===== config.mk =====
export PLATFORM = sky130hd
export DESIGN_NAME = field_limit_switch
export DESIGN_NICKNAME = d
export VERILOG_FILES = /design/src/rtl/field_limit_pkg.sv /design/src/rtl/field_limit_switch.sv
export VERILOG_INCLUDE_DIRS = /design/src /design/src/rtl
export SDC_FILE = /design/constraint.sdc
export NUM_CORES = 1
export LEC_CHECK = 0
export BUFFER_PORTS_ARGS = -buffer_cell sky130_fd_sc_hd__clkbuf_2
export CAP_MARGIN = 10
export CORE_UTILIZATION = 25
export CTS_BUF_LIST = sky130_fd_sc_hd__clkbuf_4 sky130_fd_sc_hd__clkbuf_8
export DETAILED_ROUTE_END_ITERATION = 12
export PLACE_DENSITY = 0.5
export SLEW_MARGIN = 10
export SYNTH_ARGS = -nofsm -noshare
export SYNTH_HDL_FRONTEND = slang
export SYNTH_SLANG_ARGS = --single-unit

===== constraint.sdc =====
create_clock -name REF_CLK -period 10 [get_ports REF_CLK]
set_input_delay 2 -clock REF_CLK [delete_from_list [all_inputs] [get_ports REF_CLK]]
set_output_delay 2 -clock REF_CLK [all_outputs]
set_load 0.05 [all_outputs]

===== src/rtl/field_limit_cfg.svh =====
`ifndef FIELD_LIMIT_CFG_SVH
`define FIELD_LIMIT_CFG_SVH
`define TEMP_INDEX 16'h0100
`define AXIS_LIMIT 16'h09C4
`define SW_LSB 0
`define RSV_LSB 2
`define VEC_LSB 8
`define VAL_LSB 16
`define DEF_MODE 2'h1
`define DEF_SRC 2'h3
`define PARAM_ACK_CYCLES 4
`endif


===== src/rtl/field_limit_pkg.sv =====
package field_limit_pkg;
  typedef enum logic [1:0] {
    MODE_SINGLE = 2'h0,
    MODE_TWO = 2'h1,
    MODE_WINDOW = 2'h2
  } switch_mode_type;
  typedef enum logic [1:0] {
    SRC_X = 2'h0,
    SRC_Y = 2'h1,
    SRC_Z = 2'h2,
    SRC_SUM = 2'h3
  } source_type;
  typedef struct packed {
    logic [1:0] mode;
    logic [1:0] source;
    logic invert;
    logic [15:0] first_limit;
    logic [15:0] second_limit;
    logic [15:0] hysteresis;
  } out_cfg_type;
  typedef struct packed {
    logic signed [15:0] x;
    logic signed [15:0] y;
    logic signed [15:0] z;
    logic [15:0] sum;
  } sample_type;
  typedef enum logic [1:0] {
    LINK_IDLE = 2'h0,
    LINK_PARAM = 2'h1,
    LINK_CYCLIC = 2'h2
  } link_state_type;
endpackage : field_limit_pkg


===== src/rtl/field_limit_switch.sv =====
// How it works
// - Field goes out cyclically; temperature only by acyclic read at temperature_reading.
// - Two limit pairs kept; limit crossing flagged by a process data bit.
// - Default: both outputs two point mode on the vector sum.
// - Each output compares x, y, z or vector sum, selectable.
// - Link mode exchanges parameters first, then cyclic data starts.
// - Standard I/O mode: no link traffic, only switching outputs with stored settings.
// - A configuration bit inverts each output's polarity.
// - Single point: rising value turns output on above first limit.
// - Single point: falling value turns off below first limit minus hysteresis.
// - Two point: rising value turns on above switch-on limit.
// - Two point: falling value turns off below switch-off limit.
// - Window rising: on from lower limit until above upper limit plus hysteresis.
// - Window falling: on from upper limit until below lower limit minus hysteresis.
// - Each axis gives a 32-bit telegram: value, vector, reserved, switch bits.
// - Vector sum gives a further 32-bit telegram.
// - Axis values signed within +-2500 uT; magnitude 0..2500 uT.
// - Temperature is 16-bit, 0.1 degC steps, range -25..+70 degC.
`timescale 1ns/100ps
`include "field_limit_cfg.svh"
module field_limit_switch
  import field_limit_pkg::*;
#(
  parameter int PARAM_CYCLES = `PARAM_ACK_CYCLES
) (
  // Clock and reset
  input wire logic REF_CLK,
  input wire logic RESET_N,
  // Measured samples
  input wire sample_type SAMPLE,
  input wire logic SAMPLE_VALID,
  input wire logic [7:0] VECTOR_FIELD,
  input wire logic signed [15:0] TEMP_VALUE,
  // Configuration from link
  input wire out_cfg_type CFG_1,
  input wire out_cfg_type CFG_2,
  input wire logic CFG_WRITE,
  // Link control
  input wire logic LINK_START,
  input wire logic STANDARD_IO_MODE,
  input wire logic ACYC_REQ,
  input wire logic [15:0] ACYC_INDEX,
  // Link outputs
  output logic LINK_READY,
  output logic CYCLIC_VALID,
  output logic [127:0] PROCESS_DATA,
  output logic ACYC_VALID,
  output logic ACYC_ERROR,
  output logic [15:0] ACYC_DATA,
  // Binary switching outputs
  output logic SWITCH_1,
  output logic SWITCH_2
);
  initial begin
    if (PARAM_CYCLES < 1 || PARAM_CYCLES > 255) $error("PARAM_CYCLES out of range");
  end

  ////////////////////////////////////////////////////////////////////////////
  // Helpers
  function automatic logic signed [17:0] pick(input sample_type s, input logic [1:0] src);
    case (src)
      SRC_X: pick = 18'(s.x);
      SRC_Y: pick = 18'(s.y);
      SRC_Z: pick = 18'(s.z);
      default: pick = {2'h0, s.sum};
    endcase
  endfunction : pick

  function automatic logic signed [17:0] lim(input logic [15:0] v);
    lim = 18'(signed'(v));
  endfunction : lim

  function automatic logic evaluate(input out_cfg_type c, input logic signed [17:0] v, input logic st);
    logic signed [17:0] a;
    logic signed [17:0] b;
    logic signed [17:0] h;
    a = lim(c.first_limit);
    b = lim(c.second_limit);
    h = {2'h0, c.hysteresis};
    evaluate = st;
    case (c.mode)
      MODE_SINGLE: begin
        if (v > a) evaluate = 1'b1;
        else if (v < a - h) evaluate = 1'b0;
      end
      MODE_WINDOW: begin
        if (v > a + h || v < b - h) evaluate = 1'b0;
        else if (v >= b && v <= a) evaluate = 1'b1;
      end
      default: begin
        if (v > a) evaluate = 1'b1;
        else if (v < b) evaluate = 1'b0;
      end
    endcase
  endfunction : evaluate

  function automatic logic signed [15:0] clamp_axis(input logic signed [15:0] v);
    if (v > signed'(`AXIS_LIMIT)) clamp_axis = `AXIS_LIMIT;
    else if (v < -signed'(`AXIS_LIMIT)) clamp_axis = -signed'(`AXIS_LIMIT);
    else clamp_axis = v;
  endfunction : clamp_axis

  function automatic logic [31:0] telegram(input logic [15:0] v, input logic [7:0] vec, input logic [1:0] sw);
    telegram = 32'h0;
    telegram[`VAL_LSB +: 16] = v;
    telegram[`VEC_LSB +: 8] = vec;
    telegram[`RSV_LSB +: 6] = 6'h00;
    telegram[`SW_LSB +: 2] = sw;
  endfunction : telegram

  ////////////////////////////////////////////////////////////////////////////
  // Configuration store
  out_cfg_type cfg1_r, cfg1_nxt, cfg2_r, cfg2_nxt;
  always_comb begin
    cfg1_nxt = cfg1_r;
    cfg2_nxt = cfg2_r;
    if (CFG_WRITE && !STANDARD_IO_MODE) begin
      cfg1_nxt = CFG_1;
      cfg2_nxt = CFG_2;
    end
  end
  always_ff @(posedge REF_CLK or negedge RESET_N) begin
    if (!RESET_N) begin
      cfg1_r <= '{mode: `DEF_MODE, source: `DEF_SRC, default: '0};
      cfg2_r <= '{mode: `DEF_MODE, source: `DEF_SRC, default: '0};
    end else begin
      cfg1_r <= cfg1_nxt;
      cfg2_r <= cfg2_nxt;
    end
  end

  ////////////////////////////////////////////////////////////////////////////
  // Switching evaluation
  logic [1:0] state_r, state_nxt;
  sample_type samp_r, samp_nxt;
  always_comb begin
    state_nxt = state_r;
    samp_nxt = samp_r;
    if (SAMPLE_VALID) begin
      samp_nxt.x = clamp_axis(SAMPLE.x);
      samp_nxt.y = clamp_axis(SAMPLE.y);
      samp_nxt.z = clamp_axis(SAMPLE.z);
      samp_nxt.sum = (SAMPLE.sum > `AXIS_LIMIT) ? `AXIS_LIMIT : SAMPLE.sum;
      state_nxt[0] = evaluate(cfg1_r, pick(SAMPLE, cfg1_r.source), state_r[0]);
      state_nxt[1] = evaluate(cfg2_r, pick(SAMPLE, cfg2_r.source), state_r[1]);
    end
  end
  always_ff @(posedge REF_CLK or negedge RESET_N) begin
    if (!RESET_N) begin
      state_r <= 2'h0;
      samp_r <= '0;
    end else begin
      state_r <= state_nxt;
      samp_r <= samp_nxt;
    end
  end

  logic [1:0] sw;
  assign sw = state_r ^ {cfg2_r.invert, cfg1_r.invert};
  assign SWITCH_1 = sw[0];
  assign SWITCH_2 = sw[1];

  ////////////////////////////////////////////////////////////////////////////
  // Link sequencing
  link_state_type link_r, link_nxt;
  logic [7:0] cnt_r, cnt_nxt;
  always_comb begin
    link_nxt = link_r;
    cnt_nxt = cnt_r;
    case (link_r)
      LINK_IDLE: begin
        if (LINK_START && !STANDARD_IO_MODE) begin
          link_nxt = LINK_PARAM;
          cnt_nxt = 8'h00;
        end
      end
      LINK_PARAM: begin
        cnt_nxt = cnt_r + 8'h01;
        if (cnt_r == 8'(PARAM_CYCLES - 1)) link_nxt = LINK_CYCLIC;
      end
      LINK_CYCLIC: link_nxt = LINK_CYCLIC;
      default: link_nxt = LINK_IDLE;
    endcase
    if (STANDARD_IO_MODE) link_nxt = LINK_IDLE;
  end
  always_ff @(posedge REF_CLK or negedge RESET_N) begin
    if (!RESET_N) begin
      link_r <= LINK_IDLE;
      cnt_r <= 8'h00;
    end else begin
      link_r <= link_nxt;
      cnt_r <= cnt_nxt;
    end
  end
  assign LINK_READY = (link_r == LINK_CYCLIC);

  ////////////////////////////////////////////////////////////////////////////
  // Cyclic and acyclic data
  logic [127:0] pd_r, pd_nxt;
  logic cv_r, cv_nxt;
  logic av_r, av_nxt, ae_r, ae_nxt;
  logic [15:0] ad_r, ad_nxt;
  always_comb begin
    pd_nxt = pd_r;
    cv_nxt = 1'b0;
    av_nxt = 1'b0;
    ae_nxt = 1'b0;
    ad_nxt = ad_r;
    if (link_r == LINK_CYCLIC) begin
      cv_nxt = 1'b1;
      pd_nxt = {telegram(samp_r.x, VECTOR_FIELD, sw), telegram(samp_r.y, VECTOR_FIELD, sw),
                telegram(samp_r.z, VECTOR_FIELD, sw), telegram(samp_r.sum, VECTOR_FIELD, sw)};
      if (ACYC_REQ) begin
        av_nxt = 1'b1;
        if (ACYC_INDEX == `TEMP_INDEX) ad_nxt = TEMP_VALUE;
        else ae_nxt = 1'b1;
      end
    end
  end
  always_ff @(posedge REF_CLK or negedge RESET_N) begin
    if (!RESET_N) begin
      pd_r <= '0;
      cv_r <= 1'b0;
      av_r <= 1'b0;
      ae_r <= 1'b0;
      ad_r <= 16'h0000;
    end else begin
      pd_r <= pd_nxt;
      cv_r <= cv_nxt;
      av_r <= av_nxt;
      ae_r <= ae_nxt;
      ad_r <= ad_nxt;
    end
  end
  assign PROCESS_DATA = pd_r;
  assign CYCLIC_VALID = cv_r;
  assign ACYC_VALID = av_r;
  assign ACYC_ERROR = ae_r;
  assign ACYC_DATA = ad_r;

  ////////////////////////////////////////////////////////////////////////////
  // Checks
  AST_NO_CYCLIC_IN_SIO: assert property (@(posedge REF_CLK) disable iff (!RESET_N)
    STANDARD_IO_MODE |=> !LINK_READY) else $error("link active in standard io mode");
  AST_PARAM_BEFORE_CYCLIC: assert property (@(posedge REF_CLK) disable iff (!RESET_N)
    $rose(CYCLIC_VALID) |-> $past(link_r, 2) == LINK_PARAM) else $error("cyclic before params");
  AST_INVERT: assert property (@(posedge REF_CLK) disable iff (!RESET_N)
    SWITCH_1 == (state_r[0] ^ cfg1_r.invert)) else $error("inversion wrong");
  AST_INVERT_TOGGLE: assert property (@(posedge REF_CLK) disable iff (!RESET_N)
    $changed(cfg2_r.invert) && $stable(state_r[1]) |-> $changed(SWITCH_2)) else $error("inversion not applied");
  AST_HOLD_NO_SAMPLE: assert property (@(posedge REF_CLK) disable iff (!RESET_N)
    !SAMPLE_VALID |=> $stable(state_r)) else $error("state changed without sample");
  AST_TWO_ON: assert property (@(posedge REF_CLK) disable iff (!RESET_N)
    SAMPLE_VALID && cfg1_r.mode == MODE_TWO && pick(SAMPLE, cfg1_r.source) > lim(cfg1_r.first_limit)
    |=> state_r[0]) else $error("two point not on");
  AST_TWO_OFF: assert property (@(posedge REF_CLK) disable iff (!RESET_N)
    SAMPLE_VALID && cfg1_r.mode == MODE_TWO && pick(SAMPLE, cfg1_r.source) < lim(cfg1_r.second_limit)
    && pick(SAMPLE, cfg1_r.source) <= lim(cfg1_r.first_limit) |=> !state_r[0]) else $error("two point not off");
  AST_TWO_HOLD: assert property (@(posedge REF_CLK) disable iff (!RESET_N)
    SAMPLE_VALID && cfg1_r.mode == MODE_TWO && pick(SAMPLE, cfg1_r.source) <= lim(cfg1_r.first_limit)
    && pick(SAMPLE, cfg1_r.source) >= lim(cfg1_r.second_limit)
    |=> $stable(state_r[0])) else $error("two point not held");
  AST_SINGLE_ON: assert property (@(posedge REF_CLK) disable iff (!RESET_N)
    SAMPLE_VALID && cfg2_r.mode == MODE_SINGLE && pick(SAMPLE, cfg2_r.source) > lim(cfg2_r.first_limit)
    |=> state_r[1]) else $error("single point not on");
  AST_SINGLE_OFF: assert property (@(posedge REF_CLK) disable iff (!RESET_N)
    SAMPLE_VALID && cfg2_r.mode == MODE_SINGLE
    && pick(SAMPLE, cfg2_r.source) < lim(cfg2_r.first_limit) - signed'({2'h0, cfg2_r.hysteresis})
    |=> !state_r[1]) else $error("single point not off");
  AST_WINDOW_ON: assert property (@(posedge REF_CLK) disable iff (!RESET_N)
    SAMPLE_VALID && cfg2_r.mode == MODE_WINDOW && pick(SAMPLE, cfg2_r.source) >= lim(cfg2_r.second_limit)
    && pick(SAMPLE, cfg2_r.source) <= lim(cfg2_r.first_limit) |=> state_r[1]) else $error("window not on");
  AST_WINDOW_OFF_HIGH: assert property (@(posedge REF_CLK) disable iff (!RESET_N)
    SAMPLE_VALID && cfg2_r.mode == MODE_WINDOW
    && pick(SAMPLE, cfg2_r.source) > lim(cfg2_r.first_limit) + signed'({2'h0, cfg2_r.hysteresis})
    |=> !state_r[1]) else $error("window not off above");
  AST_WINDOW_OFF_LOW: assert property (@(posedge REF_CLK) disable iff (!RESET_N)
    SAMPLE_VALID && cfg2_r.mode == MODE_WINDOW
    && pick(SAMPLE, cfg2_r.source) < lim(cfg2_r.second_limit) - signed'({2'h0, cfg2_r.hysteresis})
    |=> !state_r[1]) else $error("window not off below");
  AST_LINK_NEEDS_START: assert property (@(posedge REF_CLK) disable iff (!RESET_N)
    link_r == LINK_IDLE && !LINK_START |=> link_r == LINK_IDLE) else $error("link left idle unasked");
  AST_CYCLIC_ONLY_LINKED: assert property (@(posedge REF_CLK) disable iff (!RESET_N)
    CYCLIC_VALID |-> $past(LINK_READY)) else $error("cyclic data without link");
  AST_SIO_KEEPS_CFG: assert property (@(posedge REF_CLK) disable iff (!RESET_N)
    STANDARD_IO_MODE && CFG_WRITE |=> $stable(cfg1_r) && $stable(cfg2_r))
    else $error("config written in standard io mode");
  AST_TEMP_READ: assert property (@(posedge REF_CLK) disable iff (!RESET_N)
    LINK_READY && ACYC_REQ && ACYC_INDEX == `TEMP_INDEX |=> ACYC_VALID && !ACYC_ERROR && ACYC_DATA == $past(TEMP_VALUE))
    else $error("temperature read wrong");
  AST_ACYC_REFUSED: assert property (@(posedge REF_CLK) disable iff (!RESET_N)
    !LINK_READY |=> !ACYC_VALID) else $error("acyclic answer outside cyclic phase");
  AST_RESERVED_ZERO: assert property (@(posedge REF_CLK) disable iff (!RESET_N)
    PROCESS_DATA[`RSV_LSB +: 6] == 6'h00 && PROCESS_DATA[32 + `RSV_LSB +: 6] == 6'h00) else $error("reserved nonzero");
  AST_RESERVED_ZERO_HIGH: assert property (@(posedge REF_CLK) disable iff (!RESET_N)
    PROCESS_DATA[64 + `RSV_LSB +: 6] == 6'h00 && PROCESS_DATA[96 + `RSV_LSB +: 6] == 6'h00)
    else $error("upper reserved nonzero");
  AST_SWITCH_BITS: assert property (@(posedge REF_CLK) disable iff (!RESET_N)
    CYCLIC_VALID |-> PROCESS_DATA[`SW_LSB +: 2] == $past({SWITCH_2, SWITCH_1})
    && PROCESS_DATA[96 + `SW_LSB +: 2] == $past({SWITCH_2, SWITCH_1})) else $error("switch bits wrong");
  AST_SUM_CLAMPED: assert property (@(posedge REF_CLK) disable iff (!RESET_N)
    CYCLIC_VALID |-> PROCESS_DATA[`VAL_LSB +: 16] <= `AXIS_LIMIT) else $error("magnitude above range");
endmodule : field_limit_switch


==> results.ini, run 1 <==
[pwr]
p_leak_nw=11.5
pwr-share-seq=0.258
p_int_mw=3.10
p_per_area_nw_per_um2=240
p_sw_mw=2.74
vdd_drop_max_uv=208
sw_frac_of_total=0.469
power_frac_comb=0.524
power_frac_clock=0.218
total_power_mw=5.84

[placement]
place_inst=3466
io_buffers=342
dp_slack_ns=4.70
place_hpwl_um=56600
gp_congestion=0.858

[worst_setup_path]
r2r_slack_ns=4.95
r2r_end=state_r[1]$_DFFE_PN0P_
crit_path_start_kind=flop
crit_fanout=5
critical_path_class=reg2reg
crit_chain=inv_1, ha_1, nor2b_1, o21ai_0, a21o_1, a21oi_1, o41ai_1, o41ai_1, nor2_1, xor2_1, ha_1, and4_1, a221oi_2, o221ai_1, a2111oi_0, a221oi_1, mux2_2, a32oi_1
cp.arrival_ns=5.60
worst-r2r-cell-count=18
cpPeakStageDelay_ns=0.80
endpoint_kind=flop
r2r_start=cfg2_r[1]$_DFFE_PN0P_
cp.required_ns=10.55
critPathSlowestCell=o41ai_1

[grt]
antenna_found_initial=3
grt_pass1_vias=16800
grt_max_degree=94
overflow=0
grt_usage=0.167
grt_pass1_wl_um=105000

[detailed_routing]
vias_per_cell=4.72
wl_met2_um=30300
wl_per_cell_um=19.8
firstDrtPassIters=7
wl_met1_um=33300
highest_layer=met5
remaining_drc_errors=0
first_iter_violations=1008
detail-route-antenna-nets=0
wl_um=70600
vias=16900
dr_wl_met3_um=5210

[cts]
htree_levels=2
clock_latency_ns=0.67
cts_hold_buf=0
numCtsBuffers=55
clk_pin_slew_ns=0.06
cts.sinks=275
postCtsSetupBuffers=0
post_cts_resize_count=0
cts_tree=yes
clockRootBuffer=clkbuf_8
cts_buffer_depth=3

[layout]
syn2layout_area_growth_pct=18.3
final_cell_count_no_fill=3569
drive_above_1_share=0.251
nFillCells=8646
fin_nets=2967

[logic_synthesis]
ys_types=86
synth_common_cells=ha_1 (281), dfrtp_1 (269), inv_1 (204)
synth_top_area_share=0.327
postSynthCellCount=2156
yosys-mux-area-fraction=0.0930
yosys_most_used_dff=dfrtp_1
synth_adder_area_share=0.177
synth-async-reset-ratio=1.00
synth_top_area_cell=dfrtp_1
yosys.area_share.simple=0.124
yosysMostFrequentCell=ha_1
netlist_area_um2=20600
ys_seq_area_frac=0.335
synth-compound-area-share=0.159
syn_area_per_cell_um2=9.53
synth_area_leaders=dfrtp_1 (33%), ha_1 (17%), mux2_2 (5.9%), o21ai_0 (4.6%), inv_1 (3.7%)
synth_top_family_by_area=adder cells
synth_xor_area_frac=0.0409
synth-seq-cells=275
synth_edf_count=0
synth_warnings=0

[timing]
timing.fmax_mhz=198
relSlewSlack=0.338
fin_setup_tns_ns=0
worstMarginPinSlew_ns=0.992
timing.final.crit_share=0.505
final_max_slew_viol_count=0
min_period_ns=5.05
setup_viol=0
rsz0062_at_grt=no
final-hold-violation-count=0
finalWorstSetupSlack_ns=4.95
finalClockSkew_ns=0.0419

[die]
die_area_um2=83400
core-area_um2=80900
io_pins=367
row_count=104
start_util=0.254
die_x_um=289
fp.dieH_um=289

[min_path]
worstHoldStart=samp_r[15]$_DFFE_PN0P_
holdPathStages=1
hp-class=reg2reg
min_to=samp_r[15]$_DFFE_PN0P_

[flow_run]
cap_viol_max_count=0

[outcome]
outcome=finished, final reports clean

cells in the final DEF (no fill, tap or decap), drive strengths merged, types with 12 or more instances in the layout:
cell type	count
a211oi	22
a21o	32
a21oi	109
a31oi	13
buf	12
clkbuf	428
conb	24
dfrtp	269
ha	281
inv	207
mux2	107
mux4	30
nand2	160
nand2b	44
nand3	39
nand4	29
nor2	98
nor2b	37
nor3	48
nor4	14
o211ai	21
o21a	15
o21ai	191
o22ai	14
xnor2	58
xor2	38
state kept, by name, indices dropped and copies added, names as in the netlist:
signal	count
cfg1_r	53
PROCESS_DATA	74
CYCLIC_VALID	1
cfg2_r	53
samp_r	64
link_r	2
ACYC_VALID	1
ACYC_DATA	16
state_r	2
ACYC_ERROR	1
cnt_r	8
metal layers:
| layer | vias up | GRT usage |
|---|---|---|
| li1 | 8233 | - |
| met1 | 8116 | 0.232 |
| met2 | 416 | 0.250 |
| met3 | 89 | 0.0474 |
| met4 | 6 | 0.0467 |
| met5 | - | 0 |
worst max path at each step:
stage | start | end | slack, ns | cells past startpoint
floorplan | SAMPLE[63] | state_r[0]$_DFFE_PN0P_ | 5.42 | 13
global placement | SAMPLE[63] | state_r[0]$_DFFE_PN0P_ | 4.69 | 14
detailed placement | SAMPLE[63] | state_r[0]$_DFFE_PN0P_ | 4.70 | 14
CTS | cfg1_r[32]$_DFFE_PN0P_ | state_r[0]$_DFFE_PN0P_ | 5.04 | 21
global route | cfg1_r[32]$_DFFE_PN0P_ | state_r[0]$_DFFE_PN0P_ | 4.62 | 21
finish | cfg2_r[1]$_DFFE_PN0P_ | state_r[1]$_DFFE_PN0P_ | 4.95 | 18
power groups by stage:
stage | Combinational (mW) | Clock (mW) | Sequential [mW]
6_report | 3.06 | 1.27 | 1.51
5_1_grt | 3.36 | 1.37 | 1.54
4_1_cts | 3.07 | 1.33 | 1.51
3_5_place_dp | 3.06 | 0 | 1.53
3_3_place_gp | 3.06 | 0 | 1.52
2_1_floorplan | 1.91 | 0 | 1.90
per-stage QoR:
| step | hold WS [ns] | util | area, um2 |
|---|---|---|---|
| floorplan | 0.458 | - | 20600 |
| global placement | 0.478 | 0.285 | 23100 |
| detailed placement | 0.481 | 0.285 | 23100 |
| CTS | 0.500 | 0.300 | 24300 |
| global route | 0.512 | 0.300 | 24300 |
| finish | 0.495 | 0.300 | 24300 |
layout make-up:
| class | instances | area (um2) | area share |
|---|---|---|---|
| multi-input cells | 1575 | 12300 | 0.507 |
| flip-flops and latches | 275 | 6890 | 0.283 |
| repair buffers | 352 | 1800 | 0.0740 |
| well taps | 1060 | 1330 | 0.0545 |
| clock buffers | 88 | 1090 | 0.0449 |
| inverters | 204 | 766 | 0.0315 |
| clock inverters | 12 | 118 | 0.00484 |
| diodes | 3 | 7.51 | 0.000309 |
kinds of logic after synthesis:
logic type	Yosys count
adders and majority gates	287
DFF	275
xor gates and xnor gates	96
AOI/OAI and AO/OA	511
buffers and inverters	329
muxes	140
other	1
and+or+nand+nor	517
worst max-delay path: cells and delay by family, from the launching register on:
kind	cells	cell delay [ns]
adders and majority gates	2	0.65
xor gates and xnor gates	1	0.18
DFF	1	0.41
AOI/OAI and AO/OA	10	2.79
buffers and inverters	1	0.16
and+or+nand+nor	3	0.46
muxes	1	0.29
No activity file was read; power rests on OpenSTA's default activity.
==> run 2: changes to the inputs <==
--- a/config.mk
+++ b/config.mk
@@ -6,12 +6,13 @@
 export SDC_FILE = /design/constraint.sdc
 export NUM_CORES = 1
 export LEC_CHECK = 0
+export ABC_AREA = 1
 export BUFFER_PORTS_ARGS = -buffer_cell sky130_fd_sc_hd__clkbuf_2
 export CAP_MARGIN = 10
 export CORE_UTILIZATION = 25
 export CTS_BUF_LIST = sky130_fd_sc_hd__clkbuf_4 sky130_fd_sc_hd__clkbuf_8
 export DETAILED_ROUTE_END_ITERATION = 12
-export PLACE_DENSITY = 0.5
+export PLACE_DENSITY = 0.51
 export SLEW_MARGIN = 10
 export SYNTH_ARGS = -nofsm -noshare
 export SYNTH_HDL_FRONTEND = slang
==> constraint.sdc (replaced) <==
create_clock -name REF_CLK -period 4.3 [get_ports REF_CLK]
set_input_delay 0.86 -clock REF_CLK [delete_from_list [all_inputs] [get_ports REF_CLK]]
set_output_delay 0.86 -clock REF_CLK [all_outputs]
set_load 0.05 [all_outputs]
==> run 2 against run 1 <==
Effect of this change: critical endpoint is now state_r[0]$_DFFE_PN0P_; non-clock buffer count rose by 26; hold slack got worse by 0.26 ns; sequential cell count did not move; largest cell class unchanged.
==> results.ini, run 2 <==
[outcome]
outcome=finished, final reports clean  ; unchanged

[timing]
final-hold-violation-count=0  ; unchanged
worstMarginPinSlew_ns=1.05  ; was 0.992 ns
fin_setup_tns_ns=0  ; unchanged
setup_viol=0  ; unchanged
finalClockSkew_ns=0.0576  ; was 0.0419 ns
timing.fmax_mhz=259  ; was 198 MHz
rsz0062_at_grt=no  ; unchanged
relSlewSlack=0.293  ; was 0.338
min_period_ns=3.86  ; was 5.05 ns
timing.final.crit_share=0.897  ; was 0.505
final_max_slew_viol_count=0  ; unchanged
whs_ns=0.233  ; was 0.495 ns

[logic_synthesis]
synth_area_leaders=dfrtp_1 (32%), ha_1 (17%), nand2_1 (8.9%), a21oi_1 (7.1%), inv_1 (6.0%)  ; was dfrtp_1 (33%), ha_1 (17%), mux2_2 (5.9%), o21ai_0 (4.6%), inv_1 (3.7%)
postSynthCellCount=2714  ; was 2156
yosysMostFrequentCell=nand2_1  ; was ha_1
synth_top_area_cell=dfrtp_1  ; unchanged
netlist_area_um2=21300  ; was 20600 um2
synth-async-reset-ratio=1.00  ; unchanged
yosys_most_used_dff=dfrtp_1  ; unchanged
synth_warnings=0  ; unchanged
synth_common_cells=nand2_1 (503), inv_1 (342), a21oi_1 (302)  ; was ha_1 (281), dfrtp_1 (269), inv_1 (204)
syn_area_per_cell_um2=7.83  ; was 9.53 um2
synth-seq-cells=275  ; unchanged
ys_seq_area_frac=0.324  ; was 0.335
synth_edf_count=0  ; unchanged
ys_types=56  ; was 86
synth_top_area_share=0.317  ; was 0.327

[flow_run]
cap_viol_max_count=0  ; unchanged

[detailed_routing]
vias_per_cell=4.58  ; was 4.72
firstDrtPassIters=5  ; was 7
detail-route-antenna-nets=0  ; unchanged
wl_um=75300  ; was 70600 um
vias=19300  ; was 16900
wl_per_cell_um=17.9  ; was 19.8 um
first_iter_violations=1054  ; was 1008
remaining_drc_errors=0  ; unchanged

[worst_setup_path]
r2r_start=cfg1_r[32]$_DFFE_PN0P_  ; was cfg2_r[1]$_DFFE_PN0P_
crit_family=simple AND/OR/NAND/NOR gates  ; was compound AO/OA/AOI/OAI gates
cp.arrival_ns=4.41  ; was 5.60 ns
worst-r2r-cell-count=26  ; was 18
cpPeakStageDelay_ns=0.43  ; was 0.80 ns
endpoint_kind=flop  ; unchanged
critical_path_class=reg2reg  ; unchanged
critPathSlowestCell=fa_1  ; was o41ai_1
r2r_slack_ns=0.44  ; was 4.95 ns
crit_path_start_kind=flop  ; unchanged
cp.required_ns=4.85  ; was 10.55 ns
r2r_end=state_r[0]$_DFFE_PN0P_  ; was state_r[1]$_DFFE_PN0P_
crit_buf_inv=2  ; was 1
cp_num_cells=26  ; was 18
crit_top_cell=nand2_1
crit_fanout=4  ; was 5

[layout]
final_cell_mix=nand2_1 (502), inv_1 (342), clkbuf_2 (341), a21oi_1 (302), ha_1 (280)  ; was clkbuf_2 (340), ha_1 (280), dfrtp_1 (269), inv_1 (204), o21ai_0 (188)
drive_above_1_share=0.192  ; was 0.251
nFillCells=9150  ; was 8646
reg.largest.list=PROCESS_DATA: 74 flops, samp_r: 64 flops  ; unchanged
fin_nets=3538  ; was 2967
regMostFlops=PROCESS_DATA  ; unchanged
syn2layout_area_growth_pct=19.1  ; was 18.3%
antenna_cells=0  ; was 3
layout_commonest_cell=nand2_1  ; was clkbuf_2
utilization=0.301  ; was 0.300
largest_reg_flops=74  ; unchanged

[die]
start_util=0.253  ; was 0.254
row_count=106  ; was 104
io_pins=367  ; unchanged
core-area_um2=84000  ; was 80900 um2
fp.dieH_um=294  ; was 289 um
die_x_um=294  ; was 289 um
die_area_um2=86200  ; was 83400 um2

[cts]
clockRootBuffer=clkbuf_8  ; unchanged
postCtsSetupBuffers=0  ; unchanged
cts_tree=yes  ; unchanged
cts_buffer_depth=3  ; unchanged
clk_pin_slew_ns=0.08  ; was 0.06 ns
clock_latency_ns=0.69  ; was 0.67 ns
numCtsBuffers=54  ; was 55
htree_levels=2  ; unchanged
cts.sinks=275  ; unchanged

[grt]
overflow=0  ; unchanged
antenna_found_initial=11  ; was 3
grt_max_degree=85  ; was 94
grt_pass1_wl_um=113000  ; was 105000 um
grt_usage=0.172  ; was 0.167
grt_pass1_vias=19000  ; was 16800

[placement]
gp_congestion=0.941  ; was 0.858
io_buffers=342  ; unchanged
place_hpwl_um=61000  ; was 56600 um

[min_path]
hp-class=in2async  ; was reg2reg

[pwr]
total_power_mw=14.1  ; was 5.84 mW
p_per_area_nw_per_um2=558  ; was 240 nW/um2
p_leak_nw=13.2  ; was 11.5 nW
vdd_drop_max_uv=483  ; was 208 uV

[run 2: how the worst max path moves through the flow]
stage,end,slack (ns),start
2_1_floorplan,state_r[0]$_DFFE_PN0P_,0.98,cfg1_r[16]$_DFFE_PN0P_
3_3_place_gp,state_r[0]$_DFFE_PN0P_,0.30,cfg1_r[32]$_DFFE_PN0P_
3_5_place_dp,state_r[0]$_DFFE_PN0P_,0.33,cfg1_r[32]$_DFFE_PN0P_
4_1_cts,state_r[0]$_DFFE_PN0P_,0.27,cfg1_r[32]$_DFFE_PN0P_
5_1_grt,state_r[1]$_DFFE_PN0P_,0.000002,cfg2_r[16]$_DFFE_PN0P_
6_report,state_r[0]$_DFFE_PN0P_,0.44,cfg1_r[32]$_DFFE_PN0P_
[run 2: area by class of cell]
type | count | area (um2) | share of cell area
repair buffers | 378 | 2040 | 0.0807
clock inverters | 19 | 191 | 0.00756
inverters | 345 | 1290 | 0.0512
well taps | 1134 | 1420 | 0.0561
multi-input cells | 1980 | 12400 | 0.492
clock buffers | 79 | 1020 | 0.0405
flip-flops and latches | 275 | 6890 | 0.272
[run 2: kinds of logic after synthesis]
group / after synthesis / share of synthesized area
AOI/OAI and AO/OA: 557 / 0.148
adders and majority gates: 287 / 0.171
and+or+nand+nor: 949 / 0.184
buffers and inverters: 482 / 0.0965
xor gates and xnor gates: 87 / 0.0358
other: 1 / 0.000176
muxes: 76 / 0.0403
DFF: 275 / 0.324
[run 2: metal layers]
| metal | vias up | global-route usage | wire length [um] |
|---|---|---|---|
| met2 | 611 | 0.277 | 33900 |
| li1 | 9584 | - | - |
| met5 | - | 0 | 100 |
| met4 | 18 | 0.0514 | 2100 |
| met1 | 8973 | 0.229 | 34100 |
| met3 | 116 | 0.0379 | 5040 |
[run 2: metrics by stage]
| stage | cell area [um2] | std cells | worst slack, ns |
|---|---|---|---|
| final | 25300 | 4210 | 0.441 |
| after global routing | 25300 | 4210 | 0.00000178 |
| after CTS | 25300 | 4210 | 0.275 |
| after detailed placement | 24100 | 4112 | 0.326 |
| after global placement | 24100 | 4112 | 0.302 |
| after floorplan | 21300 | 2737 | 0.982 |
[run 2: what timing repair did]
| action | CTS | global route |
|---|---|---|
| hold buffers | 0 | 0 |
| endpoints found under the hold margin | 0 | 0 |
| setup endpoints to repair | 0 | 2 |
| gates resized for setup | 0 | 5 |
[run 2: power breakdown]
part / internal (mW) / switching [mW] / total (mW) / leakage (nW)
clock network: 1.67 / 1.32 / 3.00 / 0.642
registers: 3.10 / 0.375 / 3.48 / 3.24
logic: 2.43 / 5.23 / 7.66 / 9.37
total: 7.20 / 6.92 / 14.1 / 13.2
